==> src/design/sadc_regs.svh <==
// What this block does
// Conversion takes sixteen converter clock cycles.
// Status write starts conversion at next edge.
// Late start waits an edge; seventeen worst.
// Continuous mode overwrites result every conversion.
// Continuous mode restarts until software clears it.
// Continuous, no interrupts: flag sets once only.
// Single mode: one conversion per status write.
// Result scales linearly, saturates at full scale.
// Interrupt enabled: request at every conversion end.
// Request only while the done bit is 0.
// Result read or status write clears request.
// No interrupts: flag read-only, cleared by access.
// Reset clears bits, channel all ones, off.
// Channel codes: six pins, high, low reference.
// All-ones channel powers converter off entirely.
// Software waits one period after power-up.
// Selected pin forced input, port writes ignored.
// Used pin reads 0, or latch if output.
// Wait mode: conversion and interrupt keep working.
// Stop mode aborts conversion; continuous mode resumes after exit.
// Software waits one period after stop exit.
// Eight-bit result register loaded per conversion.
// Divider codes give 1, 2, 4, 8, 16.
// Source bit 1 bus clock, 0 crystal reference.
// Software keeps clock settings during conversion.
// Reserved channel completes and loads zero.
`ifndef SADC_REGS_SVH
`define SADC_REGS_SVH

`define SADC_OFS_STATUS    8'h3C
`define SADC_OFS_RESULT    8'h40
`define SADC_OFS_CLOCK     8'h44

`define SADC_BIT_DONE      7
`define SADC_BIT_IEN       6
`define SADC_BIT_CONT      5
`define SADC_CHAN_HI       4
`define SADC_CHAN_LO       0
`define SADC_DIV_HI        7
`define SADC_DIV_LO        5
`define SADC_BIT_SRC       4

`define SADC_STATUS_RST    8'h1F
`define SADC_CLOCK_RST     8'h00
`define SADC_CHAN_OFF      5'h1F
`define SADC_CHAN_REFH     5'h1D
`define SADC_CHAN_REFL     5'h1E
`define SADC_CHAN_LAST_EXT 5'h05

`define SADC_CONV_CYCLES   16
`define SADC_SAMPLE_CYCLES 8
`define SADC_DIV_MAX_LOG   4

`endif

==> src/design/sadc_pkg.sv <==
package sadc_pkg;

  typedef enum logic [1:0] {
    SADC_IDLE = 2'b00,
    SADC_WAIT = 2'b01,
    SADC_CONV = 2'b11
  } sadc_state_t;

  typedef struct packed {
    logic        cyc;
    logic        stb;
    logic        we;
    logic [7:0]  adr;
    logic [3:0]  sel;
    logic [31:0] dat;
  } sadc_wb_req_t;

  typedef struct packed {
    logic       powerOn;
    logic [4:0] channel;
    logic       sample;
    logic [7:0] dac;
  } sadc_ana_t;

endpackage : sadc_pkg

==> src/design/sadc_clk_div.sv <==
`timescale 1ns/10ps
`include "sadc_regs.svh"

module sadc_clk_div (
  input  wire logic       clk,
  input  wire logic       rst_n,
  input  wire logic       srcSel,
  input  wire logic [2:0] divCode,
  input  wire logic       crystalRefClock,
  output logic            convTick
);

  logic       refPrev_r;
  logic [3:0] divCnt_r;
  logic       srcEdge;
  logic [3:0] divLast;

  // The crystal reference is sampled as a plain input; its rising edge is one source tick.
  always_ff @(posedge clk or negedge rst_n)
  begin
    if (!rst_n)
      refPrev_r <= 1'b0;
    else
      refPrev_r <= crystalRefClock;
  end

  assign srcEdge = srcSel ? 1'b1 : (crystalRefClock & ~refPrev_r);

  always_comb
  begin
    if (divCode[2])
      divLast = 4'hF;
    else
      divLast = 4'((5'h01 << divCode[1:0]) - 5'h01);
  end

  always_ff @(posedge clk or negedge rst_n)
  begin
    if (!rst_n)
    begin
      divCnt_r <= 4'h0;
      convTick <= 1'b0;
    end
    else
    begin
      convTick <= 1'b0;
      if (srcEdge)
      begin
        if (divCnt_r >= divLast)
        begin
          divCnt_r <= 4'h0;
          convTick <= 1'b1;
        end
        else
          divCnt_r <= divCnt_r + 4'h1;
      end
    end
  end

endmodule : sadc_clk_div

==> src/design/sadc_top.sv <==
// Design decision made here: register access over Wishbone.
`timescale 1ns/10ps
`include "sadc_regs.svh"

module sadc_top #(
  parameter int NUM_PINS = 6
) (
  input  wire logic                  clk,
  input  wire logic                  rst_n,
  input  sadc_pkg::sadc_wb_req_t     wbReq,
  output logic [31:0]                wbDatO,
  output logic                       wbAckO,
  output logic                       convIrq,
  input  wire logic                  stopMode,
  input  wire logic                  crystalRefClock,
  input  wire logic                  anaCmp,
  output sadc_pkg::sadc_ana_t        anaOut,
  input  wire logic [NUM_PINS-1:0]   portDataLatch,
  input  wire logic [NUM_PINS-1:0]   portDir,
  input  wire logic [NUM_PINS-1:0]   padIn,
  output logic [NUM_PINS-1:0]        padOut,
  output logic [NUM_PINS-1:0]        padOe,
  output logic [NUM_PINS-1:0]        portReadData
);

  sadc_pkg::sadc_state_t state_r;
  sadc_pkg::sadc_state_t state_nxt;

  logic       irqEnable_r;
  logic       contMode_r;
  logic [4:0] channel_r;
  logic       doneFlag_r;
  logic       irqPend_r;
  logic       firstDone_r;
  logic [7:0] result_r;
  logic [2:0] divCode_r;
  logic       srcSel_r;
  logic [3:0] cycCnt_r;
  logic [7:0] sar_r;
  logic       stopPrev_r;

  logic       convTick;
  logic       busReq;
  logic       statusWr;
  logic       clockWr;
  logic       resultRd;
  logic       poweredOff;
  logic       convDone;
  logic [7:0] sarBitNow;
  logic [7:0] sarNew;
  logic [7:0] finalCode;
  logic       stopEntry;

  // Channel decode is needed by the result path; the pin override compares channel_r with its pin number instead.
  function automatic logic isExternal(input logic [4:0] chan);
    isExternal = (chan <= `SADC_CHAN_LAST_EXT);
  endfunction : isExternal

  function automatic logic isReserved(input logic [4:0] chan);
    isReserved = !isExternal(chan) && (chan != `SADC_CHAN_REFH) &&
                 (chan != `SADC_CHAN_REFL) && (chan != `SADC_CHAN_OFF);
  endfunction : isReserved

  function automatic logic [7:0] trialMask(input logic [3:0] cnt);
    if (cnt >= 4'(`SADC_SAMPLE_CYCLES))
      trialMask = 8'h80 >> (cnt - 4'(`SADC_SAMPLE_CYCLES));
    else
      trialMask = 8'h00;
  endfunction : trialMask

  sadc_clk_div u_clk_div (
    .clk             (clk),
    .rst_n           (rst_n),
    .srcSel          (srcSel_r),
    .divCode         (divCode_r),
    .crystalRefClock (crystalRefClock),
    .convTick        (convTick)
  );

  // Bus side: an access takes effect at the edge where the acknowledge is raised.
  assign busReq   = wbReq.cyc & wbReq.stb & ~wbAckO;
  assign statusWr = busReq & wbReq.we & wbReq.sel[0] & (wbReq.adr == `SADC_OFS_STATUS);
  assign clockWr  = busReq & wbReq.we & wbReq.sel[0] & (wbReq.adr == `SADC_OFS_CLOCK);
  assign resultRd = busReq & ~wbReq.we & (wbReq.adr == `SADC_OFS_RESULT);

  assign poweredOff = (channel_r == `SADC_CHAN_OFF);
  assign stopEntry  = stopMode & ~stopPrev_r;

  assign sarBitNow = trialMask(cycCnt_r);
  assign sarNew    = anaCmp ? (sar_r | sarBitNow) : sar_r;
  assign finalCode = isReserved(channel_r) ? 8'h00 : sarNew;
  assign convDone  = (state_r == sadc_pkg::SADC_CONV) && convTick &&
                     (cycCnt_r == 4'(`SADC_CONV_CYCLES - 1)) && !stopMode;

  always_ff @(posedge clk or negedge rst_n)
  begin
    if (!rst_n)
      wbAckO <= 1'b0;
    else
      wbAckO <= busReq;
  end

  always_ff @(posedge clk or negedge rst_n)
  begin
    if (!rst_n)
      wbDatO <= 32'h0000_0000;
    else if (busReq && !wbReq.we)
    begin
      unique case (wbReq.adr)
        `SADC_OFS_STATUS: wbDatO <= {24'h00_0000, doneFlag_r, irqEnable_r, contMode_r, channel_r};
        `SADC_OFS_RESULT: wbDatO <= {24'h00_0000, result_r};
        `SADC_OFS_CLOCK:  wbDatO <= {24'h00_0000, divCode_r, srcSel_r, 4'h0};
        default:          wbDatO <= 32'h0000_0000;
      endcase
    end
    else
      wbDatO <= 32'h0000_0000;
  end

  always_ff @(posedge clk or negedge rst_n)
  begin
    if (!rst_n)
    begin
      irqEnable_r <= 1'b0;
      contMode_r  <= 1'b0;
      channel_r   <= 5'(`SADC_STATUS_RST);
    end
    else if (statusWr)
    begin
      irqEnable_r <= wbReq.dat[`SADC_BIT_IEN];
      contMode_r  <= wbReq.dat[`SADC_BIT_CONT];
      channel_r   <= wbReq.dat[`SADC_CHAN_HI:`SADC_CHAN_LO];
    end
  end

  // Changing these mid-conversion corrupts the result; software must avoid it.
  always_ff @(posedge clk or negedge rst_n)
  begin
    if (!rst_n)
    begin
      divCode_r <= 3'(`SADC_CLOCK_RST >> `SADC_DIV_LO);
      srcSel_r  <= 1'b0;
    end
    else if (clockWr)
    begin
      divCode_r <= wbReq.dat[`SADC_DIV_HI:`SADC_DIV_LO];
      srcSel_r  <= wbReq.dat[`SADC_BIT_SRC];
    end
  end

  always_ff @(posedge clk or negedge rst_n)
  begin
    if (!rst_n)
      stopPrev_r <= 1'b0;
    else
      stopPrev_r <= stopMode;
  end

  always_comb
  begin
    state_nxt = state_r;
    unique case (state_r)
      sadc_pkg::SADC_IDLE:
      begin
        if (statusWr && (wbReq.dat[`SADC_CHAN_HI:`SADC_CHAN_LO] != `SADC_CHAN_OFF))
          state_nxt = sadc_pkg::SADC_WAIT;
        else if (!stopMode && stopPrev_r && contMode_r && !poweredOff)
          state_nxt = sadc_pkg::SADC_WAIT;
      end
      sadc_pkg::SADC_WAIT:
      begin
        if (convTick)
          state_nxt = sadc_pkg::SADC_CONV;
      end
      sadc_pkg::SADC_CONV:
      begin
        if (convDone && !contMode_r)
          state_nxt = sadc_pkg::SADC_IDLE;
      end
      default:
        state_nxt = sadc_pkg::SADC_IDLE;
    endcase
    // A status write restarts, even in the middle of a conversion, unless it selects the off code or stop mode is set.
    if (statusWr && state_r != sadc_pkg::SADC_IDLE)
      state_nxt = sadc_pkg::SADC_WAIT;
    if (statusWr && (wbReq.dat[`SADC_CHAN_HI:`SADC_CHAN_LO] == `SADC_CHAN_OFF))
      state_nxt = sadc_pkg::SADC_IDLE;
    if (stopMode)
      state_nxt = sadc_pkg::SADC_IDLE;
  end

  always_ff @(posedge clk or negedge rst_n)
  begin
    if (!rst_n)
      state_r <= sadc_pkg::SADC_IDLE;
    else
      state_r <= state_nxt;
  end

  // Successive approximation: eight sampling cycles, then one trial bit per cycle, MSB first.
  // A stop abort clears the partial code, so a resumed conversion never inherits stale trial bits.
  always_ff @(posedge clk or negedge rst_n)
  begin
    if (!rst_n)
    begin
      cycCnt_r <= 4'h0;
      sar_r    <= 8'h00;
    end
    else if (stopEntry)
    begin
      cycCnt_r <= 4'h0;
      sar_r    <= 8'h00;
    end
    else if (state_nxt == sadc_pkg::SADC_CONV && state_r == sadc_pkg::SADC_WAIT)
    begin
      cycCnt_r <= 4'h0;
      sar_r    <= 8'h00;
    end
    else if (state_r == sadc_pkg::SADC_CONV && convTick)
    begin
      if (convDone)
      begin
        cycCnt_r <= 4'h0;
        sar_r    <= 8'h00;
      end
      else
      begin
        cycCnt_r <= cycCnt_r + 4'h1;
        sar_r    <= sarNew;
      end
    end
  end

  always_ff @(posedge clk or negedge rst_n)
  begin
    if (!rst_n)
      anaOut <= '{powerOn: 1'b0, channel: `SADC_CHAN_OFF, sample: 1'b0, dac: 8'h00};
    else
    begin
      anaOut.powerOn <= !poweredOff && !stopMode;
      anaOut.channel <= channel_r;
      if (state_nxt != sadc_pkg::SADC_CONV)
      begin
        anaOut.sample <= 1'b0;
        anaOut.dac    <= 8'h00;
      end
      else if (state_r != sadc_pkg::SADC_CONV || convDone)
      begin
        anaOut.sample <= 1'b1;
        anaOut.dac    <= 8'h00;
      end
      else if (convTick)
      begin
        anaOut.sample <= (cycCnt_r + 4'h1) < 4'(`SADC_SAMPLE_CYCLES);
        anaOut.dac    <= sarNew | trialMask(cycCnt_r + 4'h1);
      end
    end
  end

  always_ff @(posedge clk or negedge rst_n)
  begin
    if (!rst_n)
      result_r <= 8'h00;
    else if (convDone)
      result_r <= finalCode;
  end

  always_ff @(posedge clk or negedge rst_n)
  begin
    if (!rst_n)
      firstDone_r <= 1'b0;
    else if (statusWr)
      firstDone_r <= 1'b0;
    else if (convDone)
      firstDone_r <= 1'b1;
  end

  // The done flag: a conversion end in the same cycle as a clearing access wins.
  always_ff @(posedge clk or negedge rst_n)
  begin
    if (!rst_n)
      doneFlag_r <= 1'b0;
    else if (convDone && !irqEnable_r && !(contMode_r && firstDone_r && !statusWr))
      doneFlag_r <= 1'b1;
    else if (statusWr)
      doneFlag_r <= wbReq.dat[`SADC_BIT_IEN] & wbReq.dat[`SADC_BIT_DONE];
    else if (resultRd && !irqEnable_r)
      doneFlag_r <= 1'b0;
  end

  always_ff @(posedge clk or negedge rst_n)
  begin
    if (!rst_n)
      irqPend_r <= 1'b0;
    else if (convDone && irqEnable_r && !doneFlag_r && !statusWr)
      irqPend_r <= 1'b1;
    else if (statusWr || resultRd || !irqEnable_r)
      irqPend_r <= 1'b0;
  end

  // The request stays live in wait mode so it can wake the processor.
  always_ff @(posedge clk or negedge rst_n)
  begin
    if (!rst_n)
      convIrq <= 1'b0;
    else
      convIrq <= irqPend_r && !doneFlag_r;
  end

  genvar pin;
  generate
    for (pin = 0; pin < NUM_PINS; pin++)
    begin : g_pin
      logic pinUsed;
      logic padOut_r;
      logic padOe_r;
      logic portRead_r;
      assign pinUsed = !poweredOff && (channel_r == 5'(pin));

      always_ff @(posedge clk or negedge rst_n)
      begin
        if (!rst_n)
        begin
          padOut_r   <= 1'b0;
          padOe_r    <= 1'b0;
          portRead_r <= 1'b0;
        end
        else
        begin
          padOut_r <= portDataLatch[pin];
          padOe_r  <= portDir[pin] && !pinUsed;
          if (pinUsed)
            portRead_r <= portDir[pin] & portDataLatch[pin];
          else
            portRead_r <= portDir[pin] ? portDataLatch[pin] : padIn[pin];
        end
      end

      assign padOut[pin]       = padOut_r;
      assign padOe[pin]        = padOe_r;
      assign portReadData[pin] = portRead_r;
    end
  endgenerate

endmodule : sadc_top

==> config.mk <==
export PLATFORM = sky130hd
export DESIGN_NAME = sadc_top
export DESIGN_NICKNAME = d
export VERILOG_FILES = /design/src/design/sadc_pkg.sv /design/src/design/sadc_clk_div.sv /design/src/design/sadc_top.sv
export VERILOG_INCLUDE_DIRS = /design/src /design/src/design
export SDC_FILE = /design/constraint.sdc
export NUM_CORES = 1
export LEC_CHECK = 0
export BUFFER_PORTS_ARGS = -buffer_cell sky130_fd_sc_hd__buf_2
export CAP_MARGIN = 20
export CORE_ASPECT_RATIO = 1.25
export CORE_UTILIZATION = 41
export CTS_BUF_LIST = sky130_fd_sc_hd__clkbuf_8
export DETAILED_ROUTE_END_ITERATION = 16
export PLACE_DENSITY = 0.63
export SYNTH_ARGS = -nofsm -noshare
export SYNTH_HDL_FRONTEND = slang
export SYNTH_SLANG_ARGS = --single-unit
==> constraint.sdc <==
create_clock -name clk -period 2.7 [get_ports clk]
set_clock_uncertainty 0.1 [all_clocks]
set_input_delay 0.675 -clock clk [delete_from_list [all_inputs] [get_ports clk]]
set_output_delay 0.675 -clock clk [all_outputs]
set_load 0.02 [all_outputs]
### Word level (Yosys, flattened, before mapping)

Index checks and enable logic that the tools add are counted.

* add/subtract/negate cells: 5
* magnitude comparators: 5
* equal/unequal tests: 20
* shift-type cells: 3
* muxes and demuxes: 52
* bitwise logic cells: 23
* reduce and logical (&&, ||, !) cells: 63

Operator list (number)
* $mux 8: 12
* $logic_and 1x1->1: 37
* $mux 9: 3
* $mux 4: 6
* $pmux 8 s3: 1
* $mux 1: 22
* $ne 5x5->1 const B: 4
* $and 1x1->1: 17
* $eq 8x7->1 const B: 2
* $or 8x8->8: 2
* $shr 8x4->8 const A: 2
* $logic_not 1->1: 15
* $mux 2: 7
* $eq 5x2->1 const B: 2
* $eq 5x3->1 const B: 2
* $eq 5x5->1 const B: 2
* $reduce_bool 3->1: 3
* $add 4x1->4 const B: 2
* $eq 8x6->1 const B: 1
* $ge 4x4->1 const B: 2
* $sub 4x4->4 const B: 2
* $pmux 2 s3: 1
* $reduce_bool 2->1: 3
* $eq 5x1->1 const B: 1
* 13 further kinds: 20

* bits in registers: 110
* bits of input ports: 70

### Longest topological paths before layout

* depth after elaboration: 17
* mapped depth: 7
* mapped depth without buffers: 6

### Hierarchy

A second synthesis with hierarchy kept.

* cell total of the unflattened synthesis: 426
* area total of the unflattened synthesis: 4302.9 sq um

Modules (own cells, without submodules)
* sadc_top: times used 1, cells an instance 387, area each 3938.8 sq um, sequential area each 2014.4 sq um
* sadc_clk_div: times used 1, cells an instance 39, area each 364.1 sq um, sequential area each 150.1 sq um

### Worst setup path before layout

Ideal clock, no wire load.

* path type: register to register
* from: register divCode_r[1]
* to: register u_clk_div.divCnt_r[2]
* library setup time: 0.104 ns
* arrival time: 1.962 ns
* slack: 0.534 ns
* stages on the path, launching flop included: 7
* cell sequence: dfrtp_1 or3_1 ha_1 nand2b_1 a2111oi_2 nor2_1 o311ai_1

* word-level cells in the longest chain between the ends: 5

RTL lines
* start, declared: line sadc_top.sv:36 `logic [2:0] divCode_r;`
* start signal, assigned: line sadc_top.sv:141 `` divCode_r <= 3'(`SADC_CLOCK_RST >> `SADC_DIV_LO); ``
* start signal, assigned: line sadc_top.sv:146 `` divCode_r <= wbReq.dat[`SADC_DIV_HI:`SADC_DIV_LO]; ``
* $shl 1x2->4: line sadc_clk_div.sv:34 `divLast = 4'((5'h01 << divCode[1:0]) - 5'h01);`
* $sub 4x1->4: line sadc_clk_div.sv:34
* $mux 4: line sadc_clk_div.sv:31 `if (divCode[2])`
* $ge 4x4->1: line sadc_clk_div.sv:49 `if (divCnt_r >= divLast)`
* $mux 4: line sadc_clk_div.sv:49
* end signal, assigned: line sadc_clk_div.sv:55 `divCnt_r <= divCnt_r + 4'h1;`
* end, declared: line sadc_clk_div.sv:14 `logic [3:0] divCnt_r;`

Every way passes these cells.
A chain may end at the register's enable or synchronous reset.

### Final worst setup path

Same ends and word-level chain as after synthesis.

==> results.json <==
{
  "grt_pass1_wl_mm": 14.1,
  "outcome": "complete, no violations",
  "path_class": "register to register",
  "ys_seq_area_share_pct": 51.8,
  "max-slew-margin-rel_pct": 51.7,
  "die-area_um2": 10600,
  "yosysWarningCount": 0,
  "vias": 3039,
  "wl_per_cell_um": 13.9,
  "grt_use_total_pct": 17.0,
  "pin_count": 137,
  "cts_root_buffer": "clkbuf_8",
  "die_h_um": 115,
  "switching_share_pct": 29.0,
  "worst_setup_path_start_kind": "register",
  "period_minus_slack_ns": 2.35,
  "fmax_mhz": 426,
  "worst_pin_slew_ns": 0.720,
  "switchingPower_w": 0.000753,
  "crit_arrival_ns": 2.51,
  "drv_cap": 0,
  "antennaDiodeCount": 0,
  "hold_class": "input pin to asynchronous set/reset pin",
  "floorplan.initialDensity_pct": 42.8,
  "fp-row-count": 40,
  "coreArea_um2": 9760,
  "rsz0062_at_grt": "false",
  "fillers": 948,
  "clk_pin_slew_worst_paths_ns": 0.09,
  "synth_common_cells": "76 x dfrtp_1, 60 x nand2_1, 46 x buf_4",
  "ir_worst_vdd_uv": 261,
  "grt-ovfl-total": 0,
  "tns_ns": 0,
  "cp_max_fo": 5,
  "crit_path_end_kind": "register",
  "fin_crit_sh_pct": 86.9,
  "cts_setup_buffers": 0,
  "cts_sinks": 86,
  "post-dp-hpwl_mm": 6.36,
  "cts_buffers": 9,
  "ys_top_cells_by_area": "dfrtp_1 45%, buf_4 8.3%, dfstp_2 6.3%, nand2_1 5.4%, a21oi_1 3.6%",
  "drive_gt1_share_pct": 27.1,
  "whs_ns": 0.226,
  "rr_startpoint": "divCode_r[1]$_DFFE_PN0P_",
  "synthFlopType": "dfrtp_1",
  "reg2reg_depth": 6,
  "synth_top_cell_by_area": "dfrtp_1",
  "yosysUniqueCellTypes": 55,
  "syn_area_um2": 4180,
  "portBuffers": 85,
  "synth_top_area_share_pct": 45.5,
  "clkLatencyLatePin_ns": 0.36,
  "drcViolationCount": 0,
  "cts_tree": "built",
  "synth_edf_count": 0,
  "intPower_w": 0.00184,
  "yosysMostFrequentCell": "dfrtp_1",
  "leakage_nw": 2.26,
  "clkPwrFrac_pct": 31.9,
  "cts_hold_buffers": 0,
  "reg2reg_slack_ns": 0.35,
  "drtIter0Drc": 129,
  "post_drt_via_cell_ratio": 4.98,
  "cts_buffer_depth": 2,
  "combPwrFrac_pct": 14.3,
  "ys_ff_latch": 86,
  "dr.pass1.iters": 4,
  "cellPowerDensity_nw_per_um2": 555,
  "finalWirelength_mm": 8.51,
  "reg2reg_to": "u_clk_div.divCnt_r[2]$_DFFE_PN0N_",
  "finalMaxSlewViolations": 0,
  "antenna_found_initial": 0,
  "post-route-util_pct": 47.9,
  "first_global_vias": 2902,
  "nNetsFinal": 561,
  "startpoint": "divCode_r[1]$_DFFE_PN0P_",
  "hold_viol": 0,
  "gp_congestion": 0.803,
  "cp.required_ns": 2.86,
  "seqPwrFrac_pct": 53.8,
  "synth.avg_cell_area_um2": 10.1,
  "grt_max_degree": 48,
  "ant_nets": 0,
  "die_w_um": 92.3,
  "cts.repair.resized": 0,
  "cts_max_level": 3,
  "async_flop_share_pct": 100,
  "finalSetupViolations": 0,
  "syn_inst": 413,
  "syn2layout_area_growth_pct": 11.9
}
metal layers:
layer | global-route usage [%] | vias to the layer above | share of wire [%]
met4 | 5.42 | 0 | 0.92
met1 | 20.9 | 1448 | 43
li1 | - | 1500 | -
met2 | 29.5 | 85 | 51
met3 | 4.10 | 6 | 4.6
met5 | 0 | - | 0
worst max path at each step:
stage	end	slack (ns)	cells past startpoint
3_3_place_gp	u_clk_div.divCnt_r[2]$_DFFE_PN0N_	0.41	6
6_report	u_clk_div.divCnt_r[2]$_DFFE_PN0N_	0.35	6
4_1_cts	u_clk_div.divCnt_r[2]$_DFFE_PN0N_	0.34	6
3_5_place_dp	u_clk_div.divCnt_r[2]$_DFFE_PN0N_	0.36	6
2_1_floorplan	u_clk_div.divCnt_r[2]$_DFFE_PN0N_	0.53	6
5_1_grt	u_clk_div.divCnt_r[2]$_DFFE_PN0N_	0.16	6
placed cells by master, fill, tap and decap left out, types with 3 or more instances in the layout:
cell,netlist,routed
mux2_2,4,4
a21o_1,3,3
nand2_1,60,60
nor2b_1,4,4
buf_2,6,84
conb_1,1,24
and4b_1,3,3
inv_1,7,7
clkbuf_8,0,10
nand3_1,10,10
a21oi_1,30,30
nand2b_1,3,3
dfrtp_1,76,76
nor3_1,6,6
buf_4,46,4
and3b_1,3,3
dfstp_2,10,10
o21ai_0,23,23
nor2_1,34,34
a31oi_1,4,4
and3_1,4,4
and2_1,10,10
a41oi_1,3,3
a22oi_1,9,9
nand4_1,4,4
ha_1,12,12
metrics by stage:
step	total power, W	area (um2)	setup slack [ns]	instances
global placement	0.00178	4490	0.410	594
global route	0.00274	4680	0.162	610
finish	0.00260	4680	0.352	610
floorplan	0.00170	4270	0.534	436
CTS	0.00264	4680	0.343	610
detailed placement	0.00180	4490	0.360	594
kinds of logic (layout without fill, tap and decap cells):
family	after synthesis	after routing	share of synthesized area (%)
other	1	24	0.0897
AND/OR/NAND/NOR	154	154	18.7
XOR/XNOR	1	1	0.210
flip-flops	86	86	51.8
adder cells (fa/ha/maj)	12	12	3.59
multiplexers	4	4	1.08
AO/OA/AOI/OAI	91	91	14.3
buffers and inverters	64	112	10.2
critical path: stages, from the launching register on:
cell	delay [ns]
dfrtp_1	0.43
or3_1	0.38
ha_1	0.27
nand2b_1	0.15
a2111oi_2	0.55
nor2_1	0.13
o311ai_1	0.24
sequential cells by signal (all words and copies together), names as in the netlist:
register             cells
u_clk_div.refPrev_r      1
doneFlag_r               1
sar_r                    8
g_pin.padOut_r           6
irqEnable_r              1
convIrq                  1
cycCnt_r                 4
g_pin.portRead_r         6
u_clk_div.divCnt_r       4
wbAckO                   1
g_pin.padOe_r            6
contMode_r               1
divCode_r                3
srcSel_r                 1
irqPend_r                1
channel_r                5
anaOut                  15
stopPrev_r               1
wbDatO                   8
state_r                  2
firstDone_r              1
result_r                 8
u_clk_div.convTick       1
power groups by stage:
| stage | sequential [W] | clock [W] | combinational, W |
|---|---|---|---|
| global route | 0.00141 | 0.000911 | 0.000426 |
| detailed placement | 0.00142 | 0 | 0.000374 |
| finish | 0.00140 | 0.000829 | 0.000371 |
| floorplan | 0.00140 | 0 | 0.000298 |
| global placement | 0.00142 | 0 | 0.000358 |
| CTS | 0.00140 | 0.000869 | 0.000375 |
layout make-up:
type                       instances  area, um2  area share (%)
multi-input combinational        286       1670            35.8
tap                              126        158            3.37
clock inverter                     6       46.3           0.990
inverter                           7       26.3           0.562
clock buffer                      10        138            2.94
sequential                        86       2160            46.3
timing repair buffer              89        470            10.1
Power figures use the tool's default switching activity.
